### config.mk
export PLATFORM = sky130hd
export DESIGN_NAME = asr_receiver
export DESIGN_NICKNAME = d
export VERILOG_FILES = /design/src/core/asr_pkg.sv /design/src/core/asr_baud_gen.sv /design/src/core/asr_receiver.sv /design/src/core/asr_rx_fifo.sv
export VERILOG_INCLUDE_DIRS = /design/src /design/src/core
export SDC_FILE = /design/constraint.sdc
export NUM_CORES = 1
export LEC_CHECK = 0
export BUFFER_PORTS_ARGS = -buffer_cell sky130_fd_sc_hd__clkbuf_2
export CAP_MARGIN = 15
export CORE_MARGIN = 2
export CORE_UTILIZATION = 30
export CTS_BUF_LIST = sky130_fd_sc_hd__clkbuf_8
export CTS_CLUSTER_SIZE = 10
export DETAILED_ROUTE_END_ITERATION = 6
export SETUP_SLACK_MARGIN = 0.5
export SYNTH_ARGS = -nofsm -noshare
export SYNTH_HDL_FRONTEND = slang
export SYNTH_SLANG_ARGS = --single-unit
### constraint.sdc
create_clock -name clk_sys -period 3.9 [get_ports clk_sys]
set_input_delay 0.585 -clock clk_sys [delete_from_list [all_inputs] [get_ports clk_sys]]
set_output_delay 0.585 -clock clk_sys [all_outputs]
set_load 0.02 [all_outputs]
### src/core/asr_defines.svh
// Constants of the serial receiver: register indices, bit positions,
// reset values and oversampling counts.
// Assumes inclusion by bare name from the design files.
`ifndef ASR_DEFINES_SVH
`define ASR_DEFINES_SVH

// Register indices; the byte address on the bus is four times the index
`define ASR_IDX_INT_CTRL 8'h0B
`define ASR_IDX_PERIPH_FLAGS 8'h0C
`define ASR_IDX_RX_STAT_CTRL 8'h18
`define ASR_IDX_TX_BUF 8'h19
`define ASR_IDX_RX_FIFO 8'h1A
`define ASR_IDX_PERIPH_EN 8'h8C
`define ASR_IDX_TX_STAT_CTRL 8'h98
`define ASR_IDX_BAUD_DIV 8'h99

// Reset values
`define ASR_RST_ZERO 8'h00
`define ASR_RST_TX_STAT_CTRL 8'h02

// Bit positions
`define ASR_BIT_GLOBAL_IRQ_EN 7
`define ASR_BIT_PERIPH_IRQ_GATE 6
`define ASR_BIT_RX_READY 5
`define ASR_BIT_SERIAL_PORT_EN 7
`define ASR_BIT_NINE_BIT_RX 6
`define ASR_BIT_CONT_RX_EN 4
`define ASR_BIT_FRAMING_ERR 2
`define ASR_BIT_OVERRUN_ERR 1
`define ASR_BIT_SYNC_MODE 4
`define ASR_BIT_HIGH_SPEED 2
`define ASR_BIT_TX_EMPTY 1

// Writable bit masks
`define ASR_MASK_PERIPH_FLAGS 8'hDF
`define ASR_MASK_RX_CTRL 8'hF0
`define ASR_MASK_TX_STAT_CTRL 8'hF5

// Oversampling: sixteen samples per bit, vote on samples 7, 8 and 9
`define ASR_OVS_FIRST_VOTE 4'h7
`define ASR_OVS_MID_VOTE 4'h8
`define ASR_OVS_DECIDE 4'h9
`define ASR_OVS_LAST 4'hF
`define ASR_PRESCALE_LAST 2'h3
`define ASR_LAST_BIT_8 4'h7
`define ASR_LAST_BIT_9 4'h8
`define ASR_FIFO_FULL 2'h2

`endif

### src/core/asr_pkg.sv
// Types of the serial receiver.
// Assumes the constants header is compiled alongside.
package asr_pkg;
   typedef enum logic [3:0] {
      ST_IDLE = 4'h1,
      ST_START = 4'h2,
      ST_DATA = 4'h4,
      ST_STOP = 4'h8
   } asr_state_type;
endpackage

### src/core/asr_baud_gen.sv
// Sample tick generator at sixteen times the bit rate.
// Assumes an asynchronous active-low reset and a level run enable.
`timescale 1ns/1ns
`include "asr_defines.svh"
module asr_baud_gen
   import asr_pkg::*;
(
   // Clock and reset
   input wire logic clk_sys,
   input wire logic rst_n,
   // Control
   input wire logic run,
   input wire logic [7:0] divisor,
   input wire logic high_speed,
   // Sample tick
   output logic sample_tick
);
   logic [7:0] div_cnt_r;
   logic [1:0] pre_cnt_r;
   logic base_tick;

   assign base_tick = (div_cnt_r == 8'h00);

   // Divisor counter; held loaded with the divisor while stopped so the first bit is aligned
   always_ff @(posedge clk_sys or negedge rst_n) begin
      if (!rst_n) begin
         div_cnt_r <= 8'h00;
      end else if (!run || base_tick) begin
         div_cnt_r <= divisor;
      end else begin
         div_cnt_r <= div_cnt_r - 8'h01;
      end
   end

   // Low-speed base clock is x64, so divide it by four to reach x16
   always_ff @(posedge clk_sys or negedge rst_n) begin
      if (!rst_n) begin
         pre_cnt_r <= 2'h0;
         sample_tick <= 1'b0;
      end else if (!run) begin
         pre_cnt_r <= 2'h0;
         sample_tick <= 1'b0;
      end else begin
         if (base_tick) begin
            pre_cnt_r <= pre_cnt_r + 2'h1;
         end
         sample_tick <= base_tick && (high_speed || pre_cnt_r == `ASR_PRESCALE_LAST);
      end
   end

   chk_tick_low_speed: assert property (@(posedge clk_sys) disable iff (!rst_n)
      sample_tick && run && !high_speed && $past(!high_speed) |=> !sample_tick [*3])
      else $error("low speed sample ticks closer than four base ticks");
endmodule

### src/core/asr_receiver.sv
// Asynchronous serial receiver with AHB-Lite register slave.
// Assumes rx_pin is synchronous to clk_sys and idles high.
//
// Operation
// Sample receive pin at sixteen times bit rate
// Accept frames only with continuous receive enabled
// Move word into FIFO after stop bit
// Word in FIFO sets receive ready flag
// Ready flag read-only, clears when FIFO empty
// Two-word FIFO, read in arrival order
// Full FIFO at stop bit sets overrun, drops
// Overrun cleared only by toggling receive enable
// Overrun blocks all further FIFO transfers
// Stop bit low sets framing error
// Framing and ninth bit follow FIFO head
// Software reads status before the FIFO
// Software selects async mode and enables port
// Software selects nine-bit mode before enabling
// Software sets global and peripheral interrupt enables
// Frame is start, 8/9 data LSB first, stop
// Baud tick x16 or x64 from divisor
// No hardware parity
// Start on falling edge, vote near centre
// Disabling reception flushes state and errors
//
// The AHB-Lite interface to the registers was left to the implementer.
`timescale 1ns/1ns
`include "asr_defines.svh"
module asr_receiver
   import asr_pkg::*;
(
   // Clock and reset
   input wire logic clk_sys,
   input wire logic nrst,
   // AHB-Lite slave
   input wire logic hsel,
   input wire logic [31:0] haddr,
   input wire logic [1:0] htrans,
   input wire logic hwrite,
   input wire logic [2:0] hsize,
   input wire logic [31:0] hwdata,
   input wire logic hready,
   output logic hreadyout,
   output logic [31:0] hrdata,
   output logic hresp,
   // Serial line
   input wire logic rx_pin,
   // Interrupt request
   output logic rx_irq_r
);
   logic rst_sync1_r;
   logic rst_n;
   logic [7:0] int_ctrl_r;
   logic [7:0] periph_flags_r;
   logic [7:0] rx_ctrl_r;
   logic [7:0] tx_buf_r;
   logic [7:0] periph_en_r;
   logic [7:0] tx_stat_ctrl_r;
   logic [7:0] baud_div_r;
   logic overrun_r;
   logic wr_pend_r;
   logic [7:0] wr_idx_r;
   logic rx_on;
   logic sample_tick;
   logic [9:0] fifo_head;
   logic [1:0] fifo_count;
   logic fifo_push;
   logic fifo_pop;
   logic rx_ready;
   logic addr_take;
   logic [7:0] addr_idx;
   logic [7:0] rd_val;
   asr_state_type state_r;
   logic [3:0] ovs_cnt_r;
   logic [3:0] bit_idx_r;
   logic [8:0] shift_r;
   logic vote7_r;
   logic vote8_r;
   logic rx_prev_r;
   logic vote;
   logic word_done;
   logic stop_bit;
   logic [3:0] last_bit;
   logic [9:0] word_packed;

   // Reset release through two flops
   always_ff @(posedge clk_sys or negedge nrst) begin
      if (!nrst) begin
         rst_sync1_r <= 1'b0;
         rst_n <= 1'b0;
      end else begin
         rst_sync1_r <= 1'b1;
         rst_n <= rst_sync1_r;
      end
   end

   // Receiver runs only in async mode with port and continuous receive enabled
   assign rx_on = rx_ctrl_r[`ASR_BIT_SERIAL_PORT_EN] && rx_ctrl_r[`ASR_BIT_CONT_RX_EN]
      && !tx_stat_ctrl_r[`ASR_BIT_SYNC_MODE];
   assign rx_ready = (fifo_count != 2'h0);
   assign last_bit = rx_ctrl_r[`ASR_BIT_NINE_BIT_RX] ? `ASR_LAST_BIT_9 : `ASR_LAST_BIT_8;

   // Majority of samples 7, 8 and 9 of each bit
   assign vote = (vote7_r && vote8_r) || (vote7_r && rx_pin) || (vote8_r && rx_pin);
   assign word_done = sample_tick && state_r == ST_STOP && ovs_cnt_r == `ASR_OVS_DECIDE;
   assign stop_bit = vote;
   // Nine bits arrive into the top of the shifter; eight sit one place higher
   assign word_packed = rx_ctrl_r[`ASR_BIT_NINE_BIT_RX] ? {!stop_bit, shift_r}
      : {!stop_bit, 1'b0, shift_r[8:1]};
   assign fifo_push = word_done && !overrun_r && fifo_count != `ASR_FIFO_FULL;

   asr_baud_gen u_baud_gen (
      .clk_sys(clk_sys),
      .rst_n(rst_n),
      .run(rx_on),
      .divisor(baud_div_r),
      .high_speed(tx_stat_ctrl_r[`ASR_BIT_HIGH_SPEED]),
      .sample_tick(sample_tick)
   );

   asr_rx_fifo u_rx_fifo (
      .clk_sys(clk_sys),
      .rst_n(rst_n),
      .flush(!rx_on),
      .push(fifo_push),
      .push_data(word_packed),
      .pop(fifo_pop),
      .head(fifo_head),
      .count(fifo_count)
   );

   // Previous line level for start edge detection
   always_ff @(posedge clk_sys or negedge rst_n) begin
      if (!rst_n) begin
         rx_prev_r <= 1'b1;
      end else if (sample_tick) begin
         rx_prev_r <= rx_pin;
      end
   end

   // Frame sequencer
   always_ff @(posedge clk_sys or negedge rst_n) begin
      if (!rst_n) begin
         state_r <= ST_IDLE;
         ovs_cnt_r <= 4'h0;
         bit_idx_r <= 4'h0;
      end else if (!rx_on) begin
         state_r <= ST_IDLE;
         ovs_cnt_r <= 4'h0;
         bit_idx_r <= 4'h0;
      end else if (sample_tick) begin
         ovs_cnt_r <= ovs_cnt_r + 4'h1;
         case (state_r)
            ST_IDLE: begin
               ovs_cnt_r <= 4'h1;
               if (rx_prev_r && !rx_pin) begin
                  state_r <= ST_START;
               end else begin
                  ovs_cnt_r <= 4'h0;
               end
            end
            ST_START: begin
               if (ovs_cnt_r == `ASR_OVS_DECIDE && vote) begin
                  state_r <= ST_IDLE;
                  ovs_cnt_r <= 4'h0;
               end else if (ovs_cnt_r == `ASR_OVS_LAST) begin
                  state_r <= ST_DATA;
                  bit_idx_r <= 4'h0;
               end
            end
            ST_DATA: begin
               if (ovs_cnt_r == `ASR_OVS_LAST) begin
                  if (bit_idx_r == last_bit) begin
                     state_r <= ST_STOP;
                  end else begin
                     bit_idx_r <= bit_idx_r + 4'h1;
                  end
               end
            end
            ST_STOP: begin
               if (ovs_cnt_r == `ASR_OVS_DECIDE) begin
                  state_r <= ST_IDLE;
                  ovs_cnt_r <= 4'h0;
               end
            end
            default: begin
               state_r <= ST_IDLE;
            end
         endcase
      end
   end

   // Vote samples and data shifter, least significant bit first
   always_ff @(posedge clk_sys or negedge rst_n) begin
      if (!rst_n) begin
         vote7_r <= 1'b1;
         vote8_r <= 1'b1;
         shift_r <= 9'h000;
      end else if (sample_tick) begin
         if (ovs_cnt_r == `ASR_OVS_FIRST_VOTE) begin
            vote7_r <= rx_pin;
         end
         if (ovs_cnt_r == `ASR_OVS_MID_VOTE) begin
            vote8_r <= rx_pin;
         end
         if (state_r == ST_DATA && ovs_cnt_r == `ASR_OVS_DECIDE) begin
            shift_r <= {vote, shift_r[8:1]};
         end
      end
   end

   // Overrun is sticky until reception is switched off
   always_ff @(posedge clk_sys or negedge rst_n) begin
      if (!rst_n) begin
         overrun_r <= 1'b0;
      end else if (!rx_on) begin
         overrun_r <= 1'b0;
      end else if (word_done && fifo_count == `ASR_FIFO_FULL) begin
         overrun_r <= 1'b1;
      end
   end

   // Bus address phase
   assign addr_take = hsel && htrans[1] && hready;
   assign addr_idx = haddr[9:2];
   // Reading the FIFO advances status bits to the next word
   assign fifo_pop = addr_take && !hwrite && addr_idx == `ASR_IDX_RX_FIFO;

   always_comb begin
      rd_val = 8'h00;
      case (addr_idx)
         `ASR_IDX_INT_CTRL: rd_val = int_ctrl_r;
         `ASR_IDX_PERIPH_FLAGS: rd_val = {periph_flags_r[7:6], rx_ready,
            periph_flags_r[4:0]};
         `ASR_IDX_RX_STAT_CTRL: rd_val = {rx_ctrl_r[7:4], 1'b0,
            fifo_head[9] && rx_ready, overrun_r, fifo_head[8] && rx_ready};
         `ASR_IDX_TX_BUF: rd_val = tx_buf_r;
         `ASR_IDX_RX_FIFO: rd_val = fifo_head[7:0];
         `ASR_IDX_PERIPH_EN: rd_val = periph_en_r;
         `ASR_IDX_TX_STAT_CTRL: rd_val = {tx_stat_ctrl_r[7:2], 1'b1, tx_stat_ctrl_r[0]};
         `ASR_IDX_BAUD_DIV: rd_val = baud_div_r;
         default: rd_val = 8'h00;
      endcase
   end

   // Zero-wait slave: read data registered at the address phase edge
   always_ff @(posedge clk_sys or negedge rst_n) begin
      if (!rst_n) begin
         hrdata <= 32'h0000_0000;
         hreadyout <= 1'b1;
         hresp <= 1'b0;
         wr_pend_r <= 1'b0;
         wr_idx_r <= 8'h00;
      end else begin
         hreadyout <= 1'b1;
         hresp <= 1'b0;
         wr_pend_r <= addr_take && hwrite;
         if (addr_take) begin
            wr_idx_r <= addr_idx;
         end
         if (addr_take && !hwrite) begin
            hrdata <= {24'h00_0000, rd_val};
         end
      end
   end

   // Register writes in the data phase; ready flag bit is not writable
   always_ff @(posedge clk_sys or negedge rst_n) begin
      if (!rst_n) begin
         int_ctrl_r <= `ASR_RST_ZERO;
         periph_flags_r <= `ASR_RST_ZERO;
         rx_ctrl_r <= `ASR_RST_ZERO;
         tx_buf_r <= `ASR_RST_ZERO;
         periph_en_r <= `ASR_RST_ZERO;
         tx_stat_ctrl_r <= `ASR_RST_TX_STAT_CTRL;
         baud_div_r <= `ASR_RST_ZERO;
      end else if (wr_pend_r) begin
         case (wr_idx_r)
            `ASR_IDX_INT_CTRL: int_ctrl_r <= hwdata[7:0];
            `ASR_IDX_PERIPH_FLAGS: periph_flags_r <= hwdata[7:0] & `ASR_MASK_PERIPH_FLAGS;
            `ASR_IDX_RX_STAT_CTRL: rx_ctrl_r <= hwdata[7:0] & `ASR_MASK_RX_CTRL;
            `ASR_IDX_TX_BUF: tx_buf_r <= hwdata[7:0];
            `ASR_IDX_PERIPH_EN: periph_en_r <= hwdata[7:0];
            `ASR_IDX_TX_STAT_CTRL: tx_stat_ctrl_r <= (hwdata[7:0] & `ASR_MASK_TX_STAT_CTRL)
               | `ASR_RST_TX_STAT_CTRL;
            `ASR_IDX_BAUD_DIV: baud_div_r <= hwdata[7:0];
            default: begin
            end
         endcase
      end
   end

   // Interrupt request needs flag, enable, peripheral gate and global enable
   always_ff @(posedge clk_sys or negedge rst_n) begin
      if (!rst_n) begin
         rx_irq_r <= 1'b0;
      end else begin
         rx_irq_r <= rx_ready && periph_en_r[`ASR_BIT_RX_READY]
            && int_ctrl_r[`ASR_BIT_GLOBAL_IRQ_EN] && int_ctrl_r[`ASR_BIT_PERIPH_IRQ_GATE];
      end
   end

   chk_push_sets_ready: assert property (@(posedge clk_sys) disable iff (!rst_n)
      fifo_push && rx_on |=> rx_ready)
      else $error("ready flag not set after word stored");

   chk_ready_until_empty: assert property (@(posedge clk_sys) disable iff (!rst_n)
      rx_ready && !fifo_pop && rx_on |=> rx_ready)
      else $error("ready flag dropped while words remain");

   chk_overrun_sets: assert property (@(posedge clk_sys) disable iff (!rst_n)
      word_done && rx_on && fifo_count == `ASR_FIFO_FULL && !fifo_pop
      |=> overrun_r && fifo_count == `ASR_FIFO_FULL)
      else $error("overrun not flagged on full buffer");

   chk_overrun_sticky: assert property (@(posedge clk_sys) disable iff (!rst_n)
      overrun_r && rx_on |=> overrun_r)
      else $error("overrun cleared while reception enabled");

   chk_overrun_blocks: assert property (@(posedge clk_sys) disable iff (!rst_n)
      overrun_r |=> fifo_count <= $past(fifo_count))
      else $error("buffer grew while overrun set");

   chk_framing_stored: assert property (@(posedge clk_sys) disable iff (!rst_n)
      fifo_push |-> word_packed[9]
      == ((2'(vote7_r) + 2'(vote8_r) + 2'(rx_pin)) < 2'h2))
      else $error("framing bit disagrees with stop sample majority");

   chk_disable_flushes: assert property (@(posedge clk_sys) disable iff (!rst_n)
      !rx_on |=> state_r == ST_IDLE && !overrun_r && fifo_count == 2'h0)
      else $error("receive state survives disable");

   chk_start_on_fall: assert property (@(posedge clk_sys) disable iff (!rst_n)
      state_r == ST_START && $past(state_r) == ST_IDLE |-> $past(rx_pin) == 1'b0)
      else $error("start entered without low line");

   chk_bit_advance: assert property (@(posedge clk_sys) disable iff (!rst_n)
      rx_on && sample_tick && state_r == ST_DATA && ovs_cnt_r == `ASR_OVS_LAST
      && bit_idx_r != last_bit |=> bit_idx_r == $past(bit_idx_r) + 4'h1)
      else $error("bit index did not advance after sixteen samples");
endmodule

### src/core/asr_rx_fifo.sv
// Two-word receive buffer carrying framing error and ninth bit per word.
// Assumes the caller never pushes while it is full.
`timescale 1ns/1ns
`include "asr_defines.svh"
module asr_rx_fifo
   import asr_pkg::*;
(
   // Clock and reset
   input wire logic clk_sys,
   input wire logic rst_n,
   // Write side
   input wire logic flush,
   input wire logic push,
   input wire logic [9:0] push_data,
   // Read side
   input wire logic pop,
   output logic [9:0] head,
   output logic [1:0] count
);
   logic [9:0] slot0_r;
   logic [9:0] slot1_r;

   assign head = slot0_r;

   // Slot 0 is always the oldest word, so reads come out in arrival order
   always_ff @(posedge clk_sys or negedge rst_n) begin
      if (!rst_n) begin
         slot0_r <= 10'h000;
         slot1_r <= 10'h000;
         count <= 2'h0;
      end else if (flush) begin
         count <= 2'h0;
      end else if (pop && count != 2'h0) begin
         if (count == `ASR_FIFO_FULL) begin
            slot0_r <= slot1_r;
            if (push) begin
               slot1_r <= push_data;
            end else begin
               count <= 2'h1;
            end
         end else if (push) begin
            slot0_r <= push_data;
         end else begin
            count <= 2'h0;
         end
      end else if (push && count == 2'h0) begin
         slot0_r <= push_data;
         count <= 2'h1;
      end else if (push && count == 2'h1) begin
         slot1_r <= push_data;
         count <= `ASR_FIFO_FULL;
      end
   end

   chk_fifo_order: assert property (@(posedge clk_sys) disable iff (!rst_n)
      pop && !push && !flush && count == `ASR_FIFO_FULL |=> head == $past(slot1_r))
      else $error("second word not presented after first was read");
endmodule

==> results of run 1 <==
-- area by class of cell --
class / instances / share of cell area
repair buffers: 39 / 0.0319
inverters: 14 / 0.00729
clock inverters: 12 / 0.0196
multi-input cells: 416 / 0.414
well taps: 275 / 0.0477
flip-flops and latches: 127 / 0.442
clock buffers: 20 / 0.0382
-- how the worst max path moves through the flow --
stage,endpoint,slack [ns],start
after floorplan,u_rx_fifo.head[0]$_DFFE_PN0P_,1.72,haddr[6]
after global placement,u_rx_fifo.head[8]$_DFFE_PN0P_,1.17,haddr[7]
after detailed placement,u_rx_fifo.head[8]$_DFFE_PN0P_,1.17,haddr[7]
after CTS,u_rx_fifo.slot1_r[3]$_DFFE_PN0P_,1.42,state_r[1]$_DFFE_PN0P_
after global routing,u_rx_fifo.slot1_r[7]$_DFFE_PN0P_,1.24,state_r[1]$_DFFE_PN0P_
final,baud_div_r[4]$_DFFE_PN0P_,1.43,wr_idx_r[6]$_DFFE_PN0N_
-- registers in the layout (all words and copies together) (netlist names), 2 cells and up --
name / cells
u_rx_fifo.count: 2
u_baud_gen.div_cnt_r: 8
tx_stat_ctrl_r: 6
tx_buf_r: 8
ovs_cnt_r: 4
u_rx_fifo.slot1_r: 10
u_rx_fifo.head: 10
rx_ctrl_r: 4
hrdata: 8
periph_flags_r: 7
baud_div_r: 8
shift_r: 9
bit_idx_r: 4
state_r: 4
periph_en_r: 8
u_baud_gen.pre_cnt_r: 2
int_ctrl_r: 8
wr_idx_r: 8
-- power by group through the flow --
stage	clock network [mW]	registers, mW	logic [mW]
2_1_floorplan	0	1.43	0.148
3_3_place_gp	0	1.44	0.177
3_5_place_dp	0	1.44	0.180
4_1_cts	1.23	1.42	0.181
5_1_grt	1.29	1.43	0.199
6_report	1.19	1.42	0.180
-- worst max-delay path, cell delays in order, from the launching register on --
cell and delay (ns):
dfrtp_1 0.37, nand4bb_1 0.26, nor4b_1 0.62, nand3_1 0.62, mux2_2 0.47
-- layer usage --
metal / track usage / up-vias
met5: 0 / -
met4: 0.0443 / 2
met3: 0.0467 / 17
met2: 0.193 / 127
met1: 0.184 / 2193
li1: - / 2126
-- layout by cell type (no fill, tap or decap), types with 9 or more instances in the layout --
cell type	count
mux2_2	69
dfrtp_1	122
o21ai_0	35
mux2i_1	25
nand3_1	18
conb_1	27
mux2_1	9
inv_1	15
a21oi_1	23
nor2_1	44
clkbuf_2	31
clkbuf_8	20
nand2_1	43
-- timing repair --
| action | in CTS | in global routing |
|---|---|---|
| hold buffers | 1 | 0 |
| setup buffers | 0 | 0 |
| endpoints found under the hold margin | 2 | 0 |
-- cells by family after synthesis --
kind of cell	Yosys count
adder cells (fa/ha/maj)	8
buffers and inverters	64
AO/OA/AOI/OAI	103
AND/OR/NAND/NOR	168
other	2
XOR/XNOR	7
multiplexers	103
flip-flops	127
-- metrics by stage --
stage,utilization,std cells,hold WS [ns]
after floorplan,-,607,0.289
after detailed placement,0.323,870,0.336
after global routing,0.343,903,0.364
after CTS,0.343,903,0.350
after global placement,0.323,870,0.333
final,0.343,903,0.350
-- Yosys cell counts (3+ instances only) --
cell type | n | area [um2]
inv_1 | 14 | 52.6
a221oi_1 | 3 | 26.3
o2bb2ai_1 | 5 | 43.8
nor3_1 | 7 | 35.0
o21ai_0 | 35 | 175
nand3b_1 | 7 | 52.6
xor2_1 | 4 | 35.0
nand2b_1 | 3 | 18.8
a22o_1 | 6 | 52.6
o32ai_1 | 3 | 26.3
nand3_1 | 18 | 90.1
and3_1 | 5 | 31.3
buf_1 | 4 | 15.0
nand2_1 | 43 | 161
nor2_1 | 44 | 165
ha_1 | 7 | 87.6
dfstp_2 | 4 | 105
a2111oi_0 | 3 | 26.3
a32o_1 | 4 | 40.0
nor3b_1 | 4 | 30.0
and4b_1 | 3 | 30.0
nor4b_1 | 7 | 61.3
nand4_1 | 3 | 18.8
a21oi_1 | 23 | 115
xnor2_1 | 3 | 26.3
mux2_2 | 69 | 777
nor4_1 | 6 | 37.5
dfrtp_1 | 123 | 3080
buf_4 | 30 | 225
mux2i_1 | 25 | 250
mux2_1 | 9 | 101
a211oi_1 | 3 | 22.5
clkbuf_1 | 14 | 52.6
==> flow_metrics.env, run 1 <==
export IMPL_clockRootBuffer="clkbuf_8"
export IMPL_viasPerCell=4.94
export IMPL_grt_max_degree=67
export IMPL_power_frac_comb=0.064
export IMPL_synth_compound_area_share=0.106
export IMPL_coreArea_mm2=0.0210
export IMPL_netlist_instances=582
export IMPL_n_fill_cell=2110
export IMPL_relSlewSlack=0.391
export IMPL_synth_fa_ha_area_frac=0.0152
export IMPL_final_area_mm2=0.00721
export IMPL_grt_pass1_vias=4275
export IMPL_row_count=53
export IMPL_multiInputGateArea_mm2=0.00298
export IMPL_route_met2_wl_mm=6.24
export IMPL_drcViolationCount=0
export IMPL_drv_slew=0
export IMPL_syn_to_final_growth_pct=12.1
export IMPL_synthMuxAreaShare=0.175
export IMPL_ys_types=61
export IMPL_top_layer="met5"
export IMPL_hold_viol=0
export IMPL_worstRegToRegCells=4
export IMPL_hold_end="rst_n$_DFF_PN0_"
export IMPL_grt_pass1_wl_mm=23.1
export IMPL_maxCapViolations=0
export IMPL_ant_nets=0
export IMPL_portBuffers=31
export IMPL_dr_pass1_iters=5
export IMPL_clock_skew_final_ns=0.0131
export IMPL_power_share_clock=0.428
export IMPL_pre_cts_ws_ns=1.17
export IMPL_worstMarginPinSlew_ns=0.891
export IMPL_outcome="finished clean"
export IMPL_die_w_um=150
export IMPL_switchingPower_mw=0.678
export IMPL_worstSkewPairLatency_ns=0.45
export IMPL_total_power_mw=2.79
export IMPL_setup_tns_ns=0
export IMPL_drive_above_1_share=0.247
export IMPL_wire_per_inst_um=15.7
export IMPL_seq_area_frac_synth=0.495
export IMPL_gp_congestion=0.820
export IMPL_critPathMaxFanout=8
export IMPL_antennaDiodeCount=0
export IMPL_ir_drop_v=0.000180
export IMPL_final_period_utilization=0.632
export IMPL_syn_avg_cell_area_um2=11.1
export IMPL_p_int_mw=2.11
export IMPL_grt_overflow=0
export IMPL_power_frac_seq=0.508
export IMPL_grt_use_total=0.133
export IMPL_finalNetCount=697
export IMPL_rsz0062_at_grt="false"
export IMPL_initial_core_util=0.306
export IMPL_sw_frac_of_total=0.243
export IMPL_wirelength_mm=14.1
export IMPL_start_kind="flip-flop"
export IMPL_die_height_um=150
export IMPL_synthSimpleGateAreaFrac=0.140
export IMPL_hold_path_cell_count=0
export IMPL_dp_hpwl_mm=9.93
export IMPL_min_from="rst_sync1_r$_DFF_PN0_"
export IMPL_syn_area_mm2=0.00643
export IMPL_dpl_instance_area_mm2=0.00679
export IMPL_hold_class="flip-flop to flip-flop"
export IMPL_worst_setup_path_end_kind="flip-flop"
export IMPL_clk_pin_slew_ns=0.07
export IMPL_h_tree_depth=4
export IMPL_r2r_end="baud_div_r[4]$_DFFE_PN0P_"
export IMPL_fin_crit_ns=2.47
export IMPL_rr_startpoint="wr_idx_r[6]$_DFFE_PN0N_"
export IMPL_routed_via_count=4465
export IMPL_met1Wirelength_mm=6.72
export IMPL_cts_tree="done"
export IMPL_ys_flop_type="dfrtp_1"
export IMPL_synth_edf_count=0
export IMPL_fmax_mhz=406
export IMPL_antenna_found_initial=1
export IMPL_cts_buffer_depth=2
export IMPL_ys_ff_latch=127
export IMPL_pin_count=110
export IMPL_synth_top_family_by_area="multiplexers"
export IMPL_cts_made_buffers=17
export IMPL_cp_required_ns=4.22
export IMPL_dieArea_mm2=0.0226
export IMPL_clock_sinks=127
export IMPL_postLayoutSetupSlackWorst_ns=1.43
export IMPL_cts_resized=0
export IMPL_cp_arrival_ns=2.79
export IMPL_synth_xor_area_frac=0.00953
export IMPL_wl_met3_um=956
export IMPL_p_leak_nw=3.20
export IMPL_ff2ff_setup_slack_ns=1.43
export IMPL_pwr_density_cell_mw_per_mm2=387
export IMPL_initialDrtViolationCount=236
export IMPL_setup_viol_count_final=0
export IMPL_yosys_warnings=0
export IMPL_async_flop_share=1.00
export IMPL_path_class="flip-flop to flip-flop"
export IMPL_seqCellArea_mm2=0.00319
(Power assumes the default switching activity.)
==> run 2: changes to the inputs <==
==> constraint.sdc (replaced) <==
create_clock -name clk_sys -period 2.3 [get_ports clk_sys]
set_input_delay 0.345 -clock clk_sys [delete_from_list [all_inputs] [get_ports clk_sys]]
set_output_delay 0.345 -clock clk_sys [all_outputs]
set_load 0.02 [all_outputs]
==> flow_metrics.env, run 2 (synthesis results as in run 1) <==
export IMPL_outcome="finished clean"
export IMPL_fmax_mhz=457
export IMPL_worstMarginPinSlew_ns=0.688
export IMPL_grt_pass1_vias=4521
export IMPL_maxCapViolations=0
export IMPL_critical_path_max_stage_delay_ns=0.54
export IMPL_syn_to_final_growth_pct=21.7
export IMPL_start_kind="flip-flop"
export IMPL_path_class="flip-flop to flip-flop"
export IMPL_fin_crit_ns=2.19
export IMPL_drive_above_1_share=0.349
export IMPL_ff2ff_setup_slack_ns=0.11
export IMPL_clk_pin_slew_ns=0.08
export IMPL_finalNetCount=746
export IMPL_worstRegToRegCells=5
export IMPL_routed_via_count=4663
export IMPL_final_period_utilization=0.951
export IMPL_die_height_um=150
export IMPL_cp_arrival_ns=2.52
export IMPL_antenna_found_initial=2
export IMPL_hold_viol=0
export IMPL_worstPathCellList="or4b_4 -> or4_4 -> a21oi_4 -> o21ai_4 -> mux2_1"
export IMPL_clockRootBuffer="clkbuf_8"
export IMPL_ant_nets=0
export IMPL_dp_hpwl_mm=10.6
export IMPL_antennaDiodeCount=0
export IMPL_cts_made_buffers=17
export IMPL_n_fill_cell=2096
export IMPL_drcViolationCount=0
export IMPL_hold_class="input port to flip-flop"
export IMPL_relSlewSlack=0.541
export IMPL_drv_slew=0
export IMPL_r2r_end="u_rx_fifo.head[3]$_DFFE_PN0P_"
export IMPL_grt_max_degree=49
export IMPL_startpoint="state_r[0]$_DFFE_PN1P_"
export IMPL_clock_skew_final_ns=0.0187
export IMPL_critPathSlowestCell="or4b_4"
export IMPL_rr_startpoint="state_r[0]$_DFFE_PN1P_"
export IMPL_dp_cells=900
export IMPL_grt_pass1_wl_mm=24.2
export IMPL_initialDrtViolationCount=304
export IMPL_final_cell_mix="121 x dfrtp_1, 69 x mux2_2, 45 x buf_4"
export IMPL_wire_per_inst_um=16.2
export IMPL_viasPerCell=4.90
export IMPL_setup_viol_count_final=0
export IMPL_worstSkewPairLatency_ns=0.45
export IMPL_dr_pass1_iters=4
export IMPL_cp_required_ns=2.63
export IMPL_grt_use_total=0.139
export IMPL_crit_buf_inv=0
export IMPL_final_common_cell="dfrtp_1"
export IMPL_grt_overflow=0
export IMPL_critPathMaxFanout=10
export IMPL_cp_num_cells=5
export IMPL_wirelength_mm=15.4
export IMPL_pwr_density_cell_mw_per_mm2=605
export IMPL_crit_path_end="u_rx_fifo.head[3]$_DFFE_PN0P_"
export IMPL_portBuffers=31
export IMPL_ir_drop_v=0.000312
export IMPL_clock_sinks=127
export IMPL_coreArea_mm2=0.0210
export IMPL_die_w_um=150
export IMPL_initial_core_util=0.306
export IMPL_dieArea_mm2=0.0226
export IMPL_cts_tree="done"
export IMPL_worst_setup_path_end_kind="flip-flop"
export IMPL_instances_no_fill=952
export IMPL_crit_family="simple AND/OR/NAND/NOR gates"
export IMPL_p_leak_nw=3.50
export IMPL_pin_count=110
export IMPL_gp_congestion=0.822
export IMPL_cts_buffer_depth=2
export IMPL_row_count=53
export IMPL_rsz0062_at_grt="true"
export IMPL_h_tree_depth=4
export IMPL_setup_tns_ns=0
[run 2: final cells by class]
cell class / count / area (um2) / share of cell area
sequential: 127 / 3190 / 0.407
multi-input combinational: 416 / 3210 / 0.410
clock inverter: 14 / 154 / 0.0197
clock buffer: 18 / 248 / 0.0316
tap: 275 / 344 / 0.0439
timing repair buffer: 88 / 636 / 0.0812
inverter: 14 / 52.6 / 0.00671
[run 2: stage by stage]
stage,setup slack [ns],area [um2],util,hold WS [ns],power [mW]
after floorplan,0.149,6560,-,0.0494,2.68
after global placement,0.0351,7040,0.335,0.134,2.76
after detailed placement,0.0364,7040,0.335,0.134,2.77
after CTS,0.114,7600,0.362,0.105,4.77
after global routing,0.0653,7830,0.373,0.140,4.93
final,0.113,7830,0.373,0.131,4.74
[run 2: worst min path at each step]
stage,depth (start not counted),endpoint,from,slack [ns]
after detailed placement,1,rst_sync1_r$_DFF_PN0_,nrst,0.13
after global placement,1,rst_sync1_r$_DFF_PN0_,nrst,0.13
after global routing,3,wr_pend_r$_DFF_PN0_,hwrite,0.14
after CTS,3,wr_pend_r$_DFF_PN0_,hwrite,0.11
after floorplan,0,rst_sync1_r$_DFF_PN0_,nrst,0.05
final,3,wr_pend_r$_DFF_PN0_,hwrite,0.13
[run 2: power by group]
| group | total, mW | switching (mW) | internal (mW) |
|---|---|---|---|
| combinational | 0.349 | 0.202 | 0.148 |
| sequential | 2.40 | 0.0927 | 2.31 |
| clock | 1.98 | 0.975 | 1.01 |
| total | 4.74 | 1.27 | 3.47 |
[run 2: metal layers]
layer,vias to the layer above,global-route usage,share of wire
li1,2228,-,-
met1,2304,0.185,0.48
met2,109,0.220,0.46
met3,18,0.0333,0.047
met4,4,0.0495,0.012
met5,-,0,0.0015
[run 2: timing repair]
item	4_1_cts	5_1_grt
gates resized for setup	22	33
setup buffers	6	11
gates cloned	0	2
pin swaps	13	12
setup endpoints to repair	63	78
hold buffers	1	0
hold endpoints to repair	2	0
[run 2: tightest hold or removal path: cells and delay by family]
| kind | cells | cell delay (ns) |
|---|---|---|
| and+or+nand+nor | 1 | 0.05 |
| buffers and inverters | 2 | 0.15 |
==> run 3: changes to the inputs <==
--- a/config.mk
+++ b/config.mk
@@ -6,13 +6,15 @@
 export SDC_FILE = /design/constraint.sdc
 export NUM_CORES = 1
 export LEC_CHECK = 0
+export ABC_AREA = 1
 export BUFFER_PORTS_ARGS = -buffer_cell sky130_fd_sc_hd__clkbuf_2
 export CAP_MARGIN = 15
 export CORE_MARGIN = 2
-export CORE_UTILIZATION = 30
+export CORE_UTILIZATION = 49
 export CTS_BUF_LIST = sky130_fd_sc_hd__clkbuf_8
 export CTS_CLUSTER_SIZE = 10
 export DETAILED_ROUTE_END_ITERATION = 6
+export PLACE_DENSITY = 0.74
 export SETUP_SLACK_MARGIN = 0.5
 export SYNTH_ARGS = -nofsm -noshare
 export SYNTH_HDL_FRONTEND = slang
==> constraint.sdc (replaced) <==
create_clock -name clk_sys -period 1.9 [get_ports clk_sys]
set_input_delay 0.285 -clock clk_sys [delete_from_list [all_inputs] [get_ports clk_sys]]
set_output_delay 0.285 -clock clk_sys [all_outputs]
set_load 0.02 [all_outputs]
==> flow_metrics.env, run 3 <==
export IMPL_outcome="finished clean"
export IMPL_ys_flop_type="dfrtp_1"
export IMPL_dp_hpwl_mm=11.0
export IMPL_synth_top_area_frac=0.454
export IMPL_grt_use_total=0.244
export IMPL_syn_area_mm2=0.00678
export IMPL_gp_congestion=0.843
export IMPL_initial_core_util=0.506
export IMPL_ys_types=36
export IMPL_worst_setup_path_end_kind="flip-flop"
export IMPL_final_cell_mix="218 x nand2_1, 117 x dfrtp_1, 91 x inv_1"
export IMPL_ff2ff_setup_slack_ns=0.20
export IMPL_die_w_um=122
export IMPL_final_common_cell="nand2_1"
export IMPL_cp_arrival_ns=2.07
export IMPL_ant_nets=0
export IMPL_power_frac_seq=0.464
export IMPL_clock_sinks=127
export IMPL_die_height_um=122
export IMPL_power_frac_comb=0.113
export IMPL_routed_via_count=6397
export IMPL_grt_pass1_vias=5910
export IMPL_start_kind="flip-flop"
export IMPL_p_int_mw=4.51
export IMPL_h_tree_depth=4
export IMPL_hold_class="input port to flip-flop"
export IMPL_maxCapViolations=0
export IMPL_synth_edf_count=0
export IMPL_cts_made_buffers=17
export IMPL_portBuffers=31
export IMPL_cts_tree="done"
export IMPL_final_period_utilization=0.897
export IMPL_grt_max_degree=50
export IMPL_drv_slew=0
export IMPL_hold_viol=0
export IMPL_drcViolationCount=0
export IMPL_cp_required_ns=2.26
export IMPL_instances_no_fill=1195
export IMPL_wire_per_inst_um=15.6
export IMPL_grt_pass1_wl_mm=28.0
export IMPL_synth_top_cells_by_count="285 x nand2_1, 123 x dfrtp_1, 101 x inv_1"
export IMPL_setup_viol_count_final=0
export IMPL_coreArea_mm2=0.0134
export IMPL_finalNetCount=1089
export IMPL_sw_frac_of_total=0.280
export IMPL_rsz0062_at_grt="true"
export IMPL_p_leak_nw=4.53
export IMPL_initialDrtViolationCount=627
export IMPL_multiInputGateArea_mm2=0.00368
export IMPL_pwr_density_cell_mw_per_mm2=712
export IMPL_ys_ff_latch=127
export IMPL_wirelength_mm=18.6
export IMPL_switchingPower_mw=1.75
export IMPL_setup_tns_ns=0
export IMPL_critical_path_max_stage_delay_ns=0.41
export IMPL_row_count=42
export IMPL_clk_pin_slew_ns=0.08
export IMPL_synth_most_common_cell="nand2_1"
export IMPL_clockRootBuffer="clkbuf_8"
export IMPL_fmax_mhz=587
export IMPL_antenna_found_initial=0
export IMPL_yosys_warnings=0
export IMPL_synth_top_area_cell="dfrtp_1"
export IMPL_ir_drop_v=0.000650
export IMPL_async_flop_share=1.00
export IMPL_worstPathCellList="inv_2 -> ha_4 -> nand3_4 -> nor2_4 -> nand2_1 -> nor2_2 -> nor2_2 -> nor2_4 -> nand3_1 -> nand2_1 -> inv_1"
export IMPL_fin_crit_ns=1.70
export IMPL_n_fill_cell=1106
export IMPL_ys_top_cells_by_area="dfrtp_1 45%, nand2_1 16%, o21ai_0 7.2%, nand3_1 6.2%, inv_1 5.6%"
export IMPL_dr_pass1_iters=5
export IMPL_cts_buffer_depth=2
export IMPL_worstSkewPairLatency_ns=0.47
export IMPL_path_class="flip-flop to flip-flop"
export IMPL_crit_family="simple AND/OR/NAND/NOR gates"
export IMPL_syn_to_final_growth_pct=29.8
export IMPL_viasPerCell=5.35
export IMPL_crit_buf_inv=2
export IMPL_critPathSlowestCell="dfrtp_1"
export IMPL_seqCellArea_mm2=0.00319
export IMPL_dieArea_mm2=0.0148
export IMPL_grt_overflow=0
export IMPL_syn_avg_cell_area_um2=7.60
export IMPL_dp_cells=1102
export IMPL_drive_above_1_share=0.312
export IMPL_clock_skew_final_ns=0.0105
export IMPL_power_share_clock=0.422
export IMPL_netlist_instances=892
export IMPL_pin_count=110
export IMPL_critPathMaxFanout=5
export IMPL_antennaDiodeCount=0
export IMPL_seq_area_frac_synth=0.470
run 3: stage by stage:
step	setup WS (ns)	area [um2]	util	hold slack [ns]	total power [mW]
3_3_place_gp	0.188	7160	0.535	0.0735	3.38
3_5_place_dp	0.160	7160	0.535	0.0721	3.39
4_1_cts	0.270	8070	0.603	0.0474	6.08
5_1_grt	0.102	8800	0.656	0.0423	6.48
2_1_floorplan	0.366	6880	-	-0.0106	3.28
6_report	0.196	8800	0.656	0.0491	6.26
run 3: path summary, 6_finish.rpt:
kind / start / endpoint / cells after the start
worst max-delay path: ovs_cnt_r[1]$_DFFE_PN0N_ / u_rx_fifo.head[8]$_DFFE_PN0P_ / 11
worst min-delay path: hwrite / wr_pend_r$_DFF_PN0_ / 3
worst max register to register: ovs_cnt_r[1]$_DFFE_PN0N_ / u_rx_fifo.head[8]$_DFFE_PN0P_ / 11
worst min register to register: rst_n$_DFF_PN0_ / wr_pend_r$_DFF_PN0_ / 0
max in group asynchronous: rst_n$_DFF_PN0_ / state_r[0]$_DFFE_PN1P_ / 1
min in group asynchronous: nrst / rst_n$_DFF_PN0_ / 2
run 3: what timing repair did:
action / 4_1_cts / 5_1_grt
buffers inserted: 19 / 30
gates cloned: 8 / 4
pin swaps: 26 / 60
hold endpoints to repair: 2 / 0
setup endpoints to repair: 89 / 104
gates resized for setup: 63 / 184
hold buffers: 1 / 0
run 3: power by group through the flow:
stage	logic [mW]	registers, mW	clock network (mW)
floorplan	0.328	2.95	0
global placement	0.445	2.93	0
detailed placement	0.454	2.94	0
CTS	0.535	2.89	2.66
global route	0.774	2.92	2.79
finish	0.710	2.91	2.65
run 3: worst reg2reg max path, cell delays in order, from the launching register on:
cell and delay (ns):
dfrtp_1 0.41, inv_2 0.09, ha_4 0.14, nand3_4 0.08
nor2_4 0.17, nand2_1 0.10, nor2_2 0.11, nor2_2 0.09
nor2_4 0.19, nand3_1 0.12, nand2_1 0.08, inv_1 0.04
run 3: layer usage:
metal	share of wire	GRT usage	up-vias	routed length (um)
li1	-	-	3034	-
met1	0.40	0.304	3047	7380
met2	0.51	0.401	240	9400
met3	0.050	0.0524	76	929
met4	0.048	0.124	0	897
met5	0	0	-	0
run 3: final cells by class:
cell class,count,share of cell area
clock buffers,17,0.0266
clock inverters,14,0.0235
inverters,109,0.0468
multi-input cells,643,0.418
flip-flops and latches,127,0.363
well taps,176,0.0250
repair buffers,109,0.0966
run 3: cells by family (layout without fill, tap and decap cells):
group	Yosys count	in the layout	share of synthesized area
flip-flops	127	127	0.470
adder cells (fa/ha/maj)	7	7	0.0129
AO/OA/AOI/OAI	111	111	0.0829
other	2	27	0.00111
AND/OR/NAND/NOR	483	491	0.319
XOR/XNOR	7	7	0.00905
buffers and inverters	155	249	0.105
